**src/core/tcc_pkg.sv**
```systemverilog
// Notes on behaviour
// - Clear field 001 in control bits 7..5 clears the counter on register A match.
// - Edge field 00 in control bits 4..3 counts on rising edges of selected clock.
// - Prescale field 000 in control bits 2..0 counts every internal clock cycle.
// - Field in io_control_ab bits 6..4 at 000 blocks pin output on B match outside PWM mode.
// - Field in io_control_ab bits 2..0 at 000 blocks pin output on A match.
// - Field in io_control_cd bits 6..4 at 000 blocks pin output on D match outside PWM mode.
// - Field in io_control_cd bits 2..0 at 000 blocks pin output on C match outside PWM mode.
// - Status bit 0 reads 1 after a register A match, 0 while none occurred.
// - Prescale field 001 counts the internal clock divided by two.
// - PWM mode: A match drives B, C, D pins low; B, C, D matches drive high.
package tcc_pkg;

	////////////////////////////////////////////////////////////////////////////////
	// Register indices; byte address is four times the index
	localparam logic [15:0] IDX_TIMER_CONTROL = 16'hF700;
	localparam logic [15:0] IDX_IO_CONTROL_AB = 16'hF701;
	localparam logic [15:0] IDX_IO_CONTROL_CD = 16'hF702;
	localparam logic [15:0] IDX_TIMER_STATUS  = 16'hF703;
	localparam logic [15:0] IDX_CHANNEL_CNT   = 16'hF706;
	localparam logic [15:0] IDX_PWM_MODE      = 16'hF707;
	localparam logic [15:0] IDX_GENERAL_A     = 16'hF708;
	localparam logic [15:0] IDX_GENERAL_B     = 16'hF709;
	localparam logic [15:0] IDX_GENERAL_C     = 16'hF70A;
	localparam logic [15:0] IDX_GENERAL_D     = 16'hF70B;
	localparam logic [15:0] IDX_INT_STATUS    = 16'hF70C;
	localparam logic [15:0] IDX_INT_MASK      = 16'hF70D;
	localparam int          ADDR_W            = 18;

	////////////////////////////////////////////////////////////////////////////////
	// Field positions
	localparam int CLR_HI  = 7;
	localparam int CLR_LO  = 5;
	localparam int EDGE_HI = 4;
	localparam int EDGE_LO = 3;
	localparam int PSC_HI  = 2;
	localparam int PSC_LO  = 0;
	localparam int OUTH_HI = 6; // B or D field
	localparam int OUTH_LO = 4;
	localparam int OUTL_HI = 2; // A or C field
	localparam int OUTL_LO = 0;
	localparam int FLAG_A  = 0;

	////////////////////////////////////////////////////////////////////////////////
	// Field encodings
	localparam logic [2:0] CLR_ON_A    = 3'h1;
	localparam logic [2:0] CLR_ON_B    = 3'h2;
	localparam logic [2:0] CLR_ON_C    = 3'h3;
	localparam logic [2:0] CLR_ON_D    = 3'h6;
	localparam logic [1:0] EDGE_RISE   = 2'h0;
	localparam logic [1:0] EDGE_FALL   = 2'h1;
	localparam logic [2:0] PSC_DIV1    = 3'h0;
	localparam logic [2:0] PSC_DIV2    = 3'h1;
	localparam logic [2:0] PSC_DIV4    = 3'h2;
	localparam logic [2:0] PSC_DIV8    = 3'h3;
	localparam logic [2:0] OUT_OFF     = 3'h0;
	localparam logic [2:0] OUT_LOW     = 3'h1;
	localparam logic [2:0] OUT_HIGH    = 3'h2;
	localparam logic [2:0] OUT_TOGGLE  = 3'h3;
	localparam int         INT_BITS    = 5;
	localparam int         INT_MATCH_A = 0;
	localparam int         INT_MATCH_B = 1;
	localparam int         INT_MATCH_C = 2;
	localparam int         INT_MATCH_D = 3;
	localparam int         INT_OVF     = 4;
	localparam logic [7:0] RST_BYTE    = 8'h00;
	localparam logic [1:0] RESP_OKAY   = 2'h0;
	localparam logic [1:0] RESP_SLVERR = 2'h2;

	////////////////////////////////////////////////////////////////////////////////
	// AXI4-Lite carriers
	typedef struct packed {
		logic [ADDR_W-1:0] awaddr;
		logic              awvalid;
		logic [31:0]       wdata;
		logic [3:0]        wstrb;
		logic              wvalid;
		logic              bready;
		logic [ADDR_W-1:0] araddr;
		logic              arvalid;
		logic              rready;
	} tcc_axi_req_s;

	typedef struct packed {
		logic        awready;
		logic        wready;
		logic        bvalid;
		logic [1:0]  bresp;
		logic        arready;
		logic        rvalid;
		logic [31:0] rdata;
		logic [1:0]  rresp;
	} tcc_axi_rsp_s;

endpackage

```
**src/core/tcc_timer_channel.sv**
```systemverilog
// The AXI4-Lite register port is this design's own decision.
module tcc_timer_channel #(
	parameter int CNT_W = 16 // Counter and general register width
) (
	input  wire logic                  clk,       // 100 MHz clock
	input  wire logic                  rst,       // Synchronous reset, active high
	input  wire tcc_pkg::tcc_axi_req_s axiReq,    // Bus master signals
	output tcc_pkg::tcc_axi_rsp_s      axiRsp,    // Bus slave signals
	output logic                       compareOutA, // Register A compare pin
	output logic                       pwmOutB,   // Chopping output B
	output logic                       pwmOutC,   // Chopping output C
	output logic                       pwmOutD,   // Chopping output D
	output logic                       irq        // Level interrupt
);

	////////////////////////////////////////////////////////////////////////////////
	// Register storage
	logic [7:0]                  timerControl;
	logic [7:0]                  ioControlAb;
	logic [7:0]                  ioControlCd;
	logic                        matchAFlag;
	logic                        flagReadSeen;
	logic                        pwmModeEn;
	logic [CNT_W-1:0]            channelCounter;
	logic [CNT_W-1:0]            generalRegA;
	logic [CNT_W-1:0]            generalRegB;
	logic [CNT_W-1:0]            generalRegC;
	logic [CNT_W-1:0]            generalRegD;
	logic [tcc_pkg::INT_BITS-1:0] intStatus;
	logic [tcc_pkg::INT_BITS-1:0] intMask;

	// Bus state
	logic                        awHeld;
	logic                        wHeld;
	logic [tcc_pkg::ADDR_W-1:0]  awAddrReg;
	logic [31:0]                 wDataReg;
	logic [3:0]                  wStrbReg;
	logic                        bvalidReg;
	logic [1:0]                  brespReg;
	logic                        rvalidReg;
	logic [31:0]                 rdataReg;
	logic [1:0]                  rrespReg;

	// Timing and match state
	logic [2:0]                  divCnt;
	logic                        prevDivClk;
	logic                        divClk;
	logic                        countTick;
	logic                        matchA;
	logic                        matchB;
	logic                        matchC;
	logic                        matchD;
	logic                        overflow;
	logic                        clearHit;

	// Decoded fields
	logic [2:0]                  clrSel;
	logic [1:0]                  edgeSel;
	logic [2:0]                  pscSel;
	logic [2:0]                  outCtrlA;
	logic [2:0]                  outCtrlB;
	logic [2:0]                  outCtrlC;
	logic [2:0]                  outCtrlD;

	// Write and read decode
	logic                        wrEn;
	logic [15:0]                 wrIdx;
	logic [7:0]                  wrByte;
	logic                        wrMapped;
	logic                        rdTake;
	logic [15:0]                 rdIdx;
	logic [31:0]                 rdValue;
	logic                        rdMapped;
	logic                        clearFlagWrite;
	logic [tcc_pkg::INT_BITS-1:0] intEvents;
	logic [tcc_pkg::INT_BITS-1:0] intClear;

	// Merge enabled byte lanes of a write into a counter-wide register
	function automatic logic [CNT_W-1:0] mergeWord(input logic [CNT_W-1:0] old,
			input logic [31:0] data, input logic [3:0] strb);
		logic [CNT_W-1:0] res;
		res = old;
		for (int i = 0; i < CNT_W / 8; i++) begin
			if (strb[i]) begin
				res[i*8 +: 8] = data[i*8 +: 8];
			end
		end
		return res;
	endfunction

	////////////////////////////////////////////////////////////////////////////////
	// Field decode
	assign clrSel   = timerControl[tcc_pkg::CLR_HI:tcc_pkg::CLR_LO];
	assign edgeSel  = timerControl[tcc_pkg::EDGE_HI:tcc_pkg::EDGE_LO];
	assign pscSel   = timerControl[tcc_pkg::PSC_HI:tcc_pkg::PSC_LO];
	assign outCtrlB = ioControlAb[tcc_pkg::OUTH_HI:tcc_pkg::OUTH_LO];
	assign outCtrlA = ioControlAb[tcc_pkg::OUTL_HI:tcc_pkg::OUTL_LO];
	assign outCtrlD = ioControlCd[tcc_pkg::OUTH_HI:tcc_pkg::OUTH_LO];
	assign outCtrlC = ioControlCd[tcc_pkg::OUTL_HI:tcc_pkg::OUTL_LO];

	////////////////////////////////////////////////////////////////////////////////
	// Free-running prescaler divider
	always_ff @(posedge clk) begin
		if (rst) begin
			divCnt     <= 3'h0;
			prevDivClk <= 1'b0;
		end else begin
			divCnt     <= divCnt + 3'h1;
			prevDivClk <= divClk;
		end
	end

	// Select the divided clock phase
	always_comb begin
		if (pscSel == tcc_pkg::PSC_DIV2) begin
			divClk = divCnt[0];
		end else if (pscSel == tcc_pkg::PSC_DIV4) begin
			divClk = divCnt[1];
		end else if (pscSel == tcc_pkg::PSC_DIV8) begin
			divClk = divCnt[2];
		end else begin
			divClk = 1'b0;
		end
	end

	// Count enable from the selected edge of the selected clock
	always_comb begin
		if (pscSel == tcc_pkg::PSC_DIV1) begin
			countTick = 1'b1;
		end else if (edgeSel == tcc_pkg::EDGE_RISE) begin
			countTick = divClk & ~prevDivClk;
		end else if (edgeSel == tcc_pkg::EDGE_FALL) begin
			countTick = ~divClk & prevDivClk;
		end else begin
			countTick = divClk ^ prevDivClk;
		end
	end

	////////////////////////////////////////////////////////////////////////////////
	// Compare matches are taken at the count edge
	assign matchA   = countTick & (channelCounter == generalRegA);
	assign matchB   = countTick & (channelCounter == generalRegB);
	assign matchC   = countTick & (channelCounter == generalRegC);
	assign matchD   = countTick & (channelCounter == generalRegD);
	assign overflow = countTick & (&channelCounter);

	// Clear source selection
	always_comb begin
		if (clrSel == tcc_pkg::CLR_ON_A) begin
			clearHit = matchA;
		end else if (clrSel == tcc_pkg::CLR_ON_B) begin
			clearHit = matchB;
		end else if (clrSel == tcc_pkg::CLR_ON_C) begin
			clearHit = matchC;
		end else if (clrSel == tcc_pkg::CLR_ON_D) begin
			clearHit = matchD;
		end else begin
			clearHit = 1'b0;
		end
	end

	// Channel counter; a software write wins over counting
	always_ff @(posedge clk) begin
		if (rst) begin
			channelCounter <= '0;
		end else if (wrEn && wrIdx == tcc_pkg::IDX_CHANNEL_CNT) begin
			channelCounter <= mergeWord(channelCounter, wDataReg, wStrbReg);
		end else if (clearHit) begin
			channelCounter <= '0;
		end else if (countTick) begin
			channelCounter <= channelCounter + CNT_W'(1);
		end
	end

	////////////////////////////////////////////////////////////////////////////////
	// Pin outputs from compare matches
	always_ff @(posedge clk) begin
		if (rst) begin
			compareOutA <= 1'b0;
			pwmOutB     <= 1'b0;
			pwmOutC     <= 1'b0;
			pwmOutD     <= 1'b0;
		end else if (pwmModeEn) begin
			// Period match resets, duty matches set
			if (matchA) begin
				pwmOutB <= 1'b0;
				pwmOutC <= 1'b0;
				pwmOutD <= 1'b0;
			end else begin
				if (matchB) pwmOutB <= 1'b1;
				if (matchC) pwmOutC <= 1'b1;
				if (matchD) pwmOutD <= 1'b1;
			end
		end else begin
			// Field 000 leaves each pin untouched
			if (matchA && outCtrlA != tcc_pkg::OUT_OFF) begin
				compareOutA <= outCtrlA == tcc_pkg::OUT_TOGGLE ? ~compareOutA
					: outCtrlA == tcc_pkg::OUT_HIGH;
			end
			if (matchB && outCtrlB != tcc_pkg::OUT_OFF) begin
				pwmOutB <= outCtrlB == tcc_pkg::OUT_TOGGLE ? ~pwmOutB
					: outCtrlB == tcc_pkg::OUT_HIGH;
			end
			if (matchC && outCtrlC != tcc_pkg::OUT_OFF) begin
				pwmOutC <= outCtrlC == tcc_pkg::OUT_TOGGLE ? ~pwmOutC
					: outCtrlC == tcc_pkg::OUT_HIGH;
			end
			if (matchD && outCtrlD != tcc_pkg::OUT_OFF) begin
				pwmOutD <= outCtrlD == tcc_pkg::OUT_TOGGLE ? ~pwmOutD
					: outCtrlD == tcc_pkg::OUT_HIGH;
			end
		end
	end

	////////////////////////////////////////////////////////////////////////////////
	// Bus write channels: address and data held until both arrive
	assign wrEn   = awHeld & wHeld & ~bvalidReg;
	assign wrIdx  = awAddrReg[tcc_pkg::ADDR_W-1:2];
	assign wrByte = wStrbReg[0] ? wDataReg[7:0] : tcc_pkg::RST_BYTE;

	always_ff @(posedge clk) begin
		if (rst) begin
			awHeld    <= 1'b0;
			wHeld     <= 1'b0;
			awAddrReg <= '0;
			wDataReg  <= 32'h0;
			wStrbReg  <= 4'h0;
		end else begin
			if (axiReq.awvalid && axiRsp.awready) begin
				awHeld    <= 1'b1;
				awAddrReg <= axiReq.awaddr;
			end else if (wrEn) begin
				awHeld <= 1'b0;
			end
			if (axiReq.wvalid && axiRsp.wready) begin
				wHeld    <= 1'b1;
				wDataReg <= axiReq.wdata;
				wStrbReg <= axiReq.wstrb;
			end else if (wrEn) begin
				wHeld <= 1'b0;
			end
		end
	end

	// Write decode
	always_comb begin
		if (wrIdx == tcc_pkg::IDX_TIMER_CONTROL || wrIdx == tcc_pkg::IDX_IO_CONTROL_AB
				|| wrIdx == tcc_pkg::IDX_IO_CONTROL_CD || wrIdx == tcc_pkg::IDX_TIMER_STATUS
				|| wrIdx == tcc_pkg::IDX_CHANNEL_CNT || wrIdx == tcc_pkg::IDX_PWM_MODE
				|| wrIdx == tcc_pkg::IDX_GENERAL_A || wrIdx == tcc_pkg::IDX_GENERAL_B
				|| wrIdx == tcc_pkg::IDX_GENERAL_C || wrIdx == tcc_pkg::IDX_GENERAL_D
				|| wrIdx == tcc_pkg::IDX_INT_STATUS || wrIdx == tcc_pkg::IDX_INT_MASK) begin
			wrMapped = 1'b1;
		end else begin
			wrMapped = 1'b0;
		end
	end

	// Write response
	always_ff @(posedge clk) begin
		if (rst) begin
			bvalidReg <= 1'b0;
			brespReg  <= tcc_pkg::RESP_OKAY;
		end else if (wrEn) begin
			bvalidReg <= 1'b1;
			brespReg  <= wrMapped ? tcc_pkg::RESP_OKAY : tcc_pkg::RESP_SLVERR;
		end else if (axiReq.bready) begin
			bvalidReg <= 1'b0;
		end
	end

	// Control and compare registers
	always_ff @(posedge clk) begin
		if (rst) begin
			timerControl <= tcc_pkg::RST_BYTE;
			ioControlAb  <= tcc_pkg::RST_BYTE;
			ioControlCd  <= tcc_pkg::RST_BYTE;
			pwmModeEn    <= 1'b0;
			generalRegA  <= '1;
			generalRegB  <= '1;
			generalRegC  <= '1;
			generalRegD  <= '1;
			intMask      <= '0;
		end else if (wrEn) begin
			if (wrIdx == tcc_pkg::IDX_TIMER_CONTROL && wStrbReg[0]) begin
				timerControl <= wrByte;
			end else if (wrIdx == tcc_pkg::IDX_IO_CONTROL_AB && wStrbReg[0]) begin
				ioControlAb <= wrByte;
			end else if (wrIdx == tcc_pkg::IDX_IO_CONTROL_CD && wStrbReg[0]) begin
				ioControlCd <= wrByte;
			end else if (wrIdx == tcc_pkg::IDX_PWM_MODE && wStrbReg[0]) begin
				pwmModeEn <= wrByte[0];
			end else if (wrIdx == tcc_pkg::IDX_GENERAL_A) begin
				generalRegA <= mergeWord(generalRegA, wDataReg, wStrbReg);
			end else if (wrIdx == tcc_pkg::IDX_GENERAL_B) begin
				generalRegB <= mergeWord(generalRegB, wDataReg, wStrbReg);
			end else if (wrIdx == tcc_pkg::IDX_GENERAL_C) begin
				generalRegC <= mergeWord(generalRegC, wDataReg, wStrbReg);
			end else if (wrIdx == tcc_pkg::IDX_GENERAL_D) begin
				generalRegD <= mergeWord(generalRegD, wDataReg, wStrbReg);
			end else if (wrIdx == tcc_pkg::IDX_INT_MASK && wStrbReg[0]) begin
				intMask <= wrByte[tcc_pkg::INT_BITS-1:0];
			end
		end
	end

	////////////////////////////////////////////////////////////////////////////////
	// Match A flag: cleared by a zero write only after it was read as one
	assign clearFlagWrite = wrEn && wrIdx == tcc_pkg::IDX_TIMER_STATUS && wStrbReg[0]
		&& !wDataReg[tcc_pkg::FLAG_A] && flagReadSeen;

	always_ff @(posedge clk) begin
		if (rst) begin
			matchAFlag   <= 1'b0;
			flagReadSeen <= 1'b0;
		end else begin
			if (matchA) begin
				matchAFlag <= 1'b1; // set wins over clear
			end else if (clearFlagWrite) begin
				matchAFlag <= 1'b0;
			end
			if (clearFlagWrite || matchA) begin
				flagReadSeen <= 1'b0;
			end else if (rdTake && rdIdx == tcc_pkg::IDX_TIMER_STATUS && matchAFlag) begin
				flagReadSeen <= 1'b1;
			end
		end
	end

	////////////////////////////////////////////////////////////////////////////////
	// Sticky interrupt status, write one to clear, set wins
	assign intEvents = {overflow, matchD, matchC, matchB, matchA};
	assign intClear  = (wrEn && wrIdx == tcc_pkg::IDX_INT_STATUS && wStrbReg[0])
		? wDataReg[tcc_pkg::INT_BITS-1:0] : '0;

	always_ff @(posedge clk) begin
		if (rst) begin
			intStatus <= '0;
			irq       <= 1'b0;
		end else begin
			intStatus <= (intStatus & ~intClear) | intEvents;
			irq       <= |(intStatus & intMask);
		end
	end

	////////////////////////////////////////////////////////////////////////////////
	// Bus read channel
	assign rdTake = axiReq.arvalid & axiRsp.arready;
	assign rdIdx  = axiReq.araddr[tcc_pkg::ADDR_W-1:2];

	// Read decode
	always_comb begin
		rdValue  = 32'h0;
		rdMapped = 1'b1;
		if (rdIdx == tcc_pkg::IDX_TIMER_CONTROL) begin
			rdValue[7:0] = timerControl;
		end else if (rdIdx == tcc_pkg::IDX_IO_CONTROL_AB) begin
			rdValue[7:0] = ioControlAb;
		end else if (rdIdx == tcc_pkg::IDX_IO_CONTROL_CD) begin
			rdValue[7:0] = ioControlCd;
		end else if (rdIdx == tcc_pkg::IDX_TIMER_STATUS) begin
			rdValue[tcc_pkg::FLAG_A] = matchAFlag;
		end else if (rdIdx == tcc_pkg::IDX_CHANNEL_CNT) begin
			rdValue[CNT_W-1:0] = channelCounter;
		end else if (rdIdx == tcc_pkg::IDX_PWM_MODE) begin
			rdValue[0] = pwmModeEn;
		end else if (rdIdx == tcc_pkg::IDX_GENERAL_A) begin
			rdValue[CNT_W-1:0] = generalRegA;
		end else if (rdIdx == tcc_pkg::IDX_GENERAL_B) begin
			rdValue[CNT_W-1:0] = generalRegB;
		end else if (rdIdx == tcc_pkg::IDX_GENERAL_C) begin
			rdValue[CNT_W-1:0] = generalRegC;
		end else if (rdIdx == tcc_pkg::IDX_GENERAL_D) begin
			rdValue[CNT_W-1:0] = generalRegD;
		end else if (rdIdx == tcc_pkg::IDX_INT_STATUS) begin
			rdValue[tcc_pkg::INT_BITS-1:0] = intStatus;
		end else if (rdIdx == tcc_pkg::IDX_INT_MASK) begin
			rdValue[tcc_pkg::INT_BITS-1:0] = intMask;
		end else begin
			rdMapped = 1'b0;
		end
	end

	// Read data registered one cycle after the address is taken
	always_ff @(posedge clk) begin
		if (rst) begin
			rvalidReg <= 1'b0;
			rdataReg  <= 32'h0;
			rrespReg  <= tcc_pkg::RESP_OKAY;
		end else if (rdTake) begin
			rvalidReg <= 1'b1;
			rdataReg  <= rdValue;
			rrespReg  <= rdMapped ? tcc_pkg::RESP_OKAY : tcc_pkg::RESP_SLVERR;
		end else if (axiReq.rready) begin
			rvalidReg <= 1'b0;
		end
	end

	////////////////////////////////////////////////////////////////////////////////
	// Slave outputs
	assign axiRsp.awready = ~awHeld & ~bvalidReg;
	assign axiRsp.wready  = ~wHeld & ~bvalidReg;
	assign axiRsp.bvalid  = bvalidReg;
	assign axiRsp.bresp   = brespReg;
	assign axiRsp.arready = ~rvalidReg;
	assign axiRsp.rvalid  = rvalidReg;
	assign axiRsp.rdata   = rdataReg;
	assign axiRsp.rresp   = rrespReg;

endmodule

```
**config.mk**
```make
export PLATFORM = sky130hd
export DESIGN_NAME = tcc_timer_channel
export DESIGN_NICKNAME = d
export VERILOG_FILES = /design/src/core/tcc_pkg.sv /design/src/core/tcc_timer_channel.sv
export SDC_FILE = /design/constraint.sdc
export NUM_CORES = 1
export LEC_CHECK = 0
export BUFFER_PORTS_ARGS = -buffer_cell sky130_fd_sc_hd__buf_4
export CORE_ASPECT_RATIO = 0.75
export CORE_MARGIN = 2
export CORE_UTILIZATION = 53
export CTS_CLUSTER_SIZE = 16
export DETAILED_ROUTE_END_ITERATION = 16
export GPL_ROUTABILITY_DRIVEN = 0
export PLACE_DENSITY = 0.77
export SYNTH_ARGS = -nofsm -noshare
export SYNTH_HDL_FRONTEND = slang
export SYNTH_SLANG_ARGS = --single-unit
```
**constraint.sdc**
```tcl
create_clock -name clk -period 2.77 [get_ports clk]
set_clock_uncertainty 0.1 [all_clocks]
set_input_delay 0.6925 -clock clk [delete_from_list [all_inputs] [get_ports clk]]
set_output_delay 0.6925 -clock clk [all_outputs]
set_load 0.03 [all_outputs]
```
==> results of run 1 <==
logic make-up after synthesis:
logic type	share of synthesized area (%)
DFF	39.0
AOI/OAI and AO/OA	13.7
muxes	10.0
buffers and inverters	7.26
other	0.0401
adders and majority gates	0.535
and+or+nand+nor	23.2
xor gates and xnor gates	6.27
registers in the layout, indices dropped and copies added (netlist names), 16 cells and up:
register        count
awAddrReg          16
channelCounter     16
generalRegA        16
generalRegB        16
generalRegC        16
generalRegD        16
rdataReg           16
wDataReg           16
worst reg2reg max path, cell delays in order (launching register included):
cell and delay (ns):
dfxtp_2 0.35, mux2_4 0.30, nand2_1 0.05, o21ai_1 0.06, nand2b_1 0.10, buf_4 0.12, ha_1 0.14, mux2i_1 0.09
o211ai_1 0.25, nand2_1 0.17, nor4b_4 0.30, a2111oi_4 0.06, buf_6 0.16, clkbuf_16 0.17, a22oi_1 0.21, o32ai_2 0.12
worst max path at each step:
stage                               to  cells after the start
floorplan            channelCounter[0]                     13
global placement           rdataReg[1]                      9
detailed placement   channelCounter[8]                     14
CTS                  channelCounter[1]                     14
global route        channelCounter[10]                     15
finish              channelCounter[10]                     15
cell usage after synthesis (4+ instances only):
| cell type | n |
|---|---|
| a221oi_1 | 9 |
| buf_6 | 4 |
| nand3b_1 | 5 |
| a211oi_1 | 5 |
| buf_1 | 5 |
| o211ai_1 | 14 |
| o32ai_1 | 5 |
| o21ai_0 | 21 |
| xor2_1 | 64 |
| mux2_2 | 4 |
| and2_1 | 10 |
| nand2_1 | 207 |
| a31oi_1 | 9 |
| buf_4 | 26 |
| nand4_1 | 11 |
| and3_1 | 7 |
| nor3_1 | 27 |
| inv_1 | 28 |
| nand3_1 | 61 |
| a22oi_1 | 16 |
| mux4_2 | 12 |
| nor2b_1 | 11 |
| a21oi_1 | 94 |
| o22ai_1 | 5 |
| buf_2 | 13 |
| nor2_1 | 58 |
| dfxtp_1 | 182 |
| mux2i_1 | 62 |
| a311oi_1 | 6 |
| nand2b_1 | 9 |
| clkbuf_1 | 63 |
| nor4_1 | 22 |
| ha_1 | 4 |
cell usage in the layout, fill, tap and decap left out, types with 7 or more instances in the layout:
master,synthesis,routed
o21ai_0,21,20
clkbuf_16,0,19
nand4_1,11,11
nand2_1,207,207
nor4_1,22,20
a22oi_1,16,13
a31oi_1,9,9
mux2i_1,62,60
and3_1,7,7
nor2b_1,11,11
dfxtp_1,182,179
conb_1,1,18
nor3_1,27,25
o211ai_1,14,14
nand2b_1,9,8
and2_1,10,10
buf_4,26,132
nor2_1,58,57
xor2_1,64,64
inv_1,28,26
nand3_1,61,60
mux4_2,12,12
a21oi_1,94,92
a221oi_1,9,8
routing by layer:
metal	wire (microns)	vias up
met2	11200	481
met5	0	-
met4	574	0
met1	11900	3972
li1	-	4033
met3	3280	50
area by class of cell:
cell class | instances | area (sq um) | area share (%)
inverters | 28 | 105 | 0.960
well taps | 242 | 303 | 2.77
clock buffers | 17 | 425 | 3.89
clock inverters | 15 | 134 | 1.22
repair buffers | 139 | 1120 | 10.3
multi-input cells | 825 | 5200 | 47.6
flip-flops and latches | 182 | 3650 | 33.3
stage by stage:
| step | utilization (%) | power, uW | setup TNS [ns] | cells |
|---|---|---|---|---|
| 6_report | 62.7 | 5610 | -0.339 | 1448 |
| 5_1_grt | 62.7 | 5780 | -2.11 | 1448 |
| 4_1_cts | 61.7 | 5610 | 0 | 1441 |
| 3_5_place_dp | 58.4 | 3320 | 0 | 1409 |
| 3_3_place_gp | 58.4 | 3310 | 0 | 1409 |
| 2_1_floorplan | - | 3140 | 0 | 1147 |
power groups by stage:
| stage | logic [uW] | registers [uW] | clock network, uW |
|---|---|---|---|
| detailed placement | 498 | 2820 | 0 |
| global placement | 492 | 2820 | 0 |
| global route | 551 | 2770 | 2450 |
| CTS | 500 | 2760 | 2350 |
| finish | 506 | 2770 | 2330 |
| floorplan | 341 | 2800 | 0 |
repair_timing:
item	in CTS	in global routing
gates cloned	0	2
gates resized for setup	2	22
setup endpoints to repair	5	19
pin swaps	1	11
buffers inserted	0	5
==> impl_metrics.yaml, run 1 <==
layout:
  nets: 1276
  drive_above_1_share_pct: 18.5
  n_antenna_cell: 0
  stdcell_area_sq_um: 10900
  area_delta_synth_final_pct: 17.0
  fillers: 1541
floorplan:
  dieArea_sq_um: 18700
  die_y_microns: 119
  io_pins: 125
  start_util_pct: 53.6
  design.core.area_sq_um: 17400
  die_w_microns: 157
  placementRows: 42
critical_path:
  worstPathCellList: "mux2_4 > nand2_1 > o21ai_1 > nand2b_1 > buf_4 > ha_1 > mux2i_1 > o211ai_1 > nand2_1 > nor4b_4 > a2111oi_4 > buf_6 > clkbuf_16 > a22oi_1 > o32ai_2"
  startpoint_type: "register"
  crit_buf_inv: 3
  crit_required_ns: 2.99
  cp_top_family: "compound AO/OA/AOI/OAI gates"
  cp_max_fo: 13
  crit_start: "timerControl[1]"
  cpMostUsedCell: "nand2_1"
  crit_slowest_cell: "dfxtp_2"
  slowest_delay_ns: 0.35
  rrSetupSlack_ns: -0.09
  worstSetupPathType: "register to register"
  worstReg2RegStart: "timerControl[1]"
  arrival_ns: 3.08
  cp-end-kind: "register"
  r2r_end: "channelCounter[10]"
  worstRegToRegCells: 15
synth:
  synth-edff-count: 0
  postSynthCellCount: 1130
  ys_seq_elements: 182
  synthTopCellsByArea: "dfxtp_1, nand2_1, mux2i_1, xor2_1, a21oi_1"
  synth_async_sr_flop_share_pct: 0
  synth_top_flop_cell: "dfxtp_1"
  syn_area_per_cell_sq_um: 8.28
  synth.cell_area_sq_um: 9350
  ys_warn_count: 0
  ys_types: 64
  synth_top_area_share_pct: 39.0
  seq_area_frac_synth_pct: 39.0
  yosysTopAreaCell: "dfxtp_1"
power_and_ir_drop:
  pwr-share-seq_pct: 49.4
  peakVddDrop_mv: 0.407
  p_int_uw: 4050
  p_switching_uw: 1550
  switching_share_pct: 27.7
  combPwrFrac_pct: 9.0
  p_clk_share_pct: 41.6
  p_leak_uw: 0.00422
  p_per_area_nw_per_um2: 512
sta:
  holdWs_ns: 0.331
  rsz0062_at_grt: "true"
  report.final.slew_viol_count: 0
  slew_headroom_pct: 50.9
  fin_crit_ns: 2.86
  fin_ws_ns: -0.0866
  worst_pin_slew_ns: 0.735
  hold_violations: 0
  timing.fmax_mhz: 350
  setup_viol: 11
  fin_crit_sh_pct: 103
global_routing:
  grt_overflow: 0
  groute.layer.met2.usage_pct: 39.1
  grt_pass1_vias: 7633
  grt_busiest_layer: "met1"
  grt_usage_pct: 28.6
  antenna_found_initial: 0
  grt_max_degree: 52
  use_met1_pct: 43.0
  grt_pass1_wl_microns: 41400
  use_met3_pct: 8.01
route:
  drt_iter0_drc: 1041
  num_vias: 8536
  dr.pass1.iters: 6
  post-route-drc-count: 0
  wl_per_cell_microns: 18.6
  viasPerCell: 5.90
  routed_wl_microns: 26900
  ant_nets: 0
clocking:
  cts_tree: "built"
  htreeDepth: 4
  clockBufferDepth: 2
  cts_buffers: 17
  clock_sinks: 182
  cts-hold-fix-buffers: 0
  insertion_delay_ns: 0.45
  root_buffer: "clkbuf_16"
  clkTransAtPathRegs_ns: 0.07
status:
  status: "finished with violations"
  violations: "setup timing"
place:
  pre_cts_ws_ns: 0.0210
  port_buffers: 84
  placed_area_sq_um: 10200
  place_hpwl_microns: 19300
worst_hold_path:
  hp-start: "axiReq[0]"
  hold_class: "primary input to register"
  hold_path_end: "rvalidReg"
  whs_path_depth: 2
job:
  maxCapViolCount: 0
Power figures use the tool's default switching activity.
==> run 2, diff against run 1 <==
==> constraint.sdc (replaced) <==
create_clock -name clk -period 2.77 [get_ports clk]
set_clock_uncertainty 0.1 [all_clocks]
set_input_delay 0.554 -clock clk [delete_from_list [all_inputs] [get_ports clk]]
set_output_delay 0.554 -clock clk [all_outputs]
set_load 0.03 [all_outputs]
==> run 2 against run 1 <==
  * Critical endpoint is now channelCounter[4]
  * Non-clock buffer count is 3 lower
  * Flip-flop and latch count unchanged
  * Final area fell by 0.63%
  * Largest cell class unchanged
  * Highest routed layer unchanged
  * The run still ends with setup timing left
  * Wire length up 0.25%
  * Critical path type unchanged
==> impl_metrics.yaml, run 2 (synthesized netlist as in run 1, its figures left out) <==
status:
  status: "finished with violations"
  violations: "setup timing"
layout:
  fillers: 1546
  multi_input_area_sq_um: 5180
  final_common_cell: "nand2_1"
  register_area_sq_um: 3640
  final_cell_mix: "nand2_1, dfxtp_1, buf_4, a21oi_1, xor2_1"
  drive_above_1_share_pct: 17.5
  nets: 1273
  area_delta_synth_final_pct: 16.3
  n_antenna_cell: 0
sta:
  fin_crit_ns: 2.84
  hold_violations: 0
  report.final.slew_viol_count: 0
  tns_ns: -0.169
  worst_pin_slew_ns: 0.761
  rsz0062_at_grt: "true"
  fin_crit_sh_pct: 103
  setup_viol: 7
  slew_headroom_pct: 49.2
  fin_ws_ns: -0.0714
  timing.fmax_mhz: 352
floorplan:
  die_w_microns: 157
  placementRows: 42
  io_pins: 125
  design.core.area_sq_um: 17400
  dieArea_sq_um: 18700
  die_y_microns: 119
  start_util_pct: 53.6
global_routing:
  grt_pass1_vias: 7691
  grt_pass1_wl_microns: 41800
  grt_max_degree: 98
  antenna_found_initial: 0
  grt_overflow: 0
  grt_usage_pct: 28.9
clocking:
  root_buffer: "clkbuf_16"
  cts-hold-fix-buffers: 0
  clkTransAtPathRegs_ns: 0.07
  clockBufferDepth: 2
  insertion_delay_ns: 0.44
  cts_buffers: 17
  clock_sinks: 182
  htreeDepth: 4
  cts_tree: "built"
critical_path:
  cpMostUsedCell: "buf_6"
  worstSetupPathType: "register to register"
  crit_required_ns: 2.99
  slowest_delay_ns: 0.62
  rrSetupSlack_ns: -0.07
  worstPathCellList: "xor2_1 > nor4_1 > nand4_1 > mux2i_1 > a2111oi_4 > buf_12 > buf_6 > buf_6 > a31oi_1 > o22ai_1"
  arrival_ns: 3.06
  crit_slowest_cell: "dfxtp_1"
  cp_max_fo: 8
  startpoint_type: "register"
  cp_top_family: "simple AND/OR/NAND/NOR gates"
  cp-end-kind: "register"
  crit_buf_inv: 3
route:
  dr.pass1.iters: 8
  viasPerCell: 5.95
  post-route-drc-count: 0
  num_vias: 8595
  drt_iter0_drc: 958
  routed_wl_microns: 27000
  ant_nets: 0
  wl_per_cell_microns: 18.7
worst_hold_path:
  hold_class: "primary input to register"
power_and_ir_drop:
  p_leak_uw: 0.00416
  p_per_area_nw_per_um2: 519
  peakVddDrop_mv: 0.360
  total_power_uw: 5650
place:
  port_buffers: 84
  place_hpwl_microns: 19400
job:
  maxCapViolCount: 0
-- run 2: cell types whose count changed in the layout (fill, tap and decap cells not counted), moves of 3 or more --
cell,previous run,this run
inv_6,5,1
clkinv_4,5,1
inv_8,3,0
clkinvlp_4,1,6
clkbuf_8,0,3
-- run 2: worst paths after layout --
check	from	endpoint	cells past startpoint
worst max-delay path	channelCounter[4]	channelCounter[4]	10
worst min-delay path	axiReq[0]	rvalidReg	2
worst max register to register	channelCounter[4]	channelCounter[4]	10
worst min register to register	rdataReg[5]	rdataReg[5]	2
-- run 2: final cells by class --
class	instances	share of cell area, %
well taps	242	2.78
inverters	28	0.967
multi-input cells	825	47.6
clock inverters	10	0.897
repair buffers	136	9.87
flip-flops and latches	182	33.5
clock buffers	22	4.36
-- run 2: worst reg2reg max path, delay by kind of cell, from the launching register on --
kind	cells	cell delay (ns)
AND/OR/NAND/NOR	2	0.80
flip-flops	1	0.62
AO/OA/AOI/OAI	3	0.38
buffers and inverters	3	0.38
multiplexers	1	0.32
XOR/XNOR	1	0.13
-- run 2: metal layers --
| layer | up-vias | track usage (%) | wire length, microns | share of wire, % |
|---|---|---|---|---|
| met5 | - | 0 | 0 | 0 |
| met4 | 0 | 8.24 | 498 | 1.8 |
| met3 | 43 | 7.28 | 3500 | 13 |
| met2 | 551 | 40.1 | 11200 | 42 |
| met1 | 3973 | 44.0 | 11800 | 44 |
| li1 | 4028 | - | - | - |
-- run 2: where the power goes --
| group | switching [uW] | internal [uW] | total (uW) | leakage [uW] |
|---|---|---|---|---|
| combinational | 308 | 189 | 497 | 0.00242 |
| clock | 1060 | 1310 | 2370 | 0.000261 |
| sequential | 98.3 | 2680 | 2780 | 0.00148 |
-- run 2: per-stage QoR --
stage               util [%]  setup slack [ns]  hold slack, ns  instance area, sq um  std cells
CTS                     62.2           -0.0690           0.190                 10900       1445
finish                  62.3           -0.0714           0.200                 10900       1445
detailed placement      58.4            -0.110           0.347                 10200       1408
global route            62.3            -0.181           0.195                 10900       1445
floorplan                  -            0.0177           0.315                  9420       1147
global placement        58.4           -0.0619           0.343                 10200       1408
-- run 2: timing repair --
item / in CTS / in global routing
cloned: 0 / 0
pin swaps: 14 / 2
setup buffers: 5 / 0
setup endpoints to repair: 10 / 16
resized for setup: 17 / 4
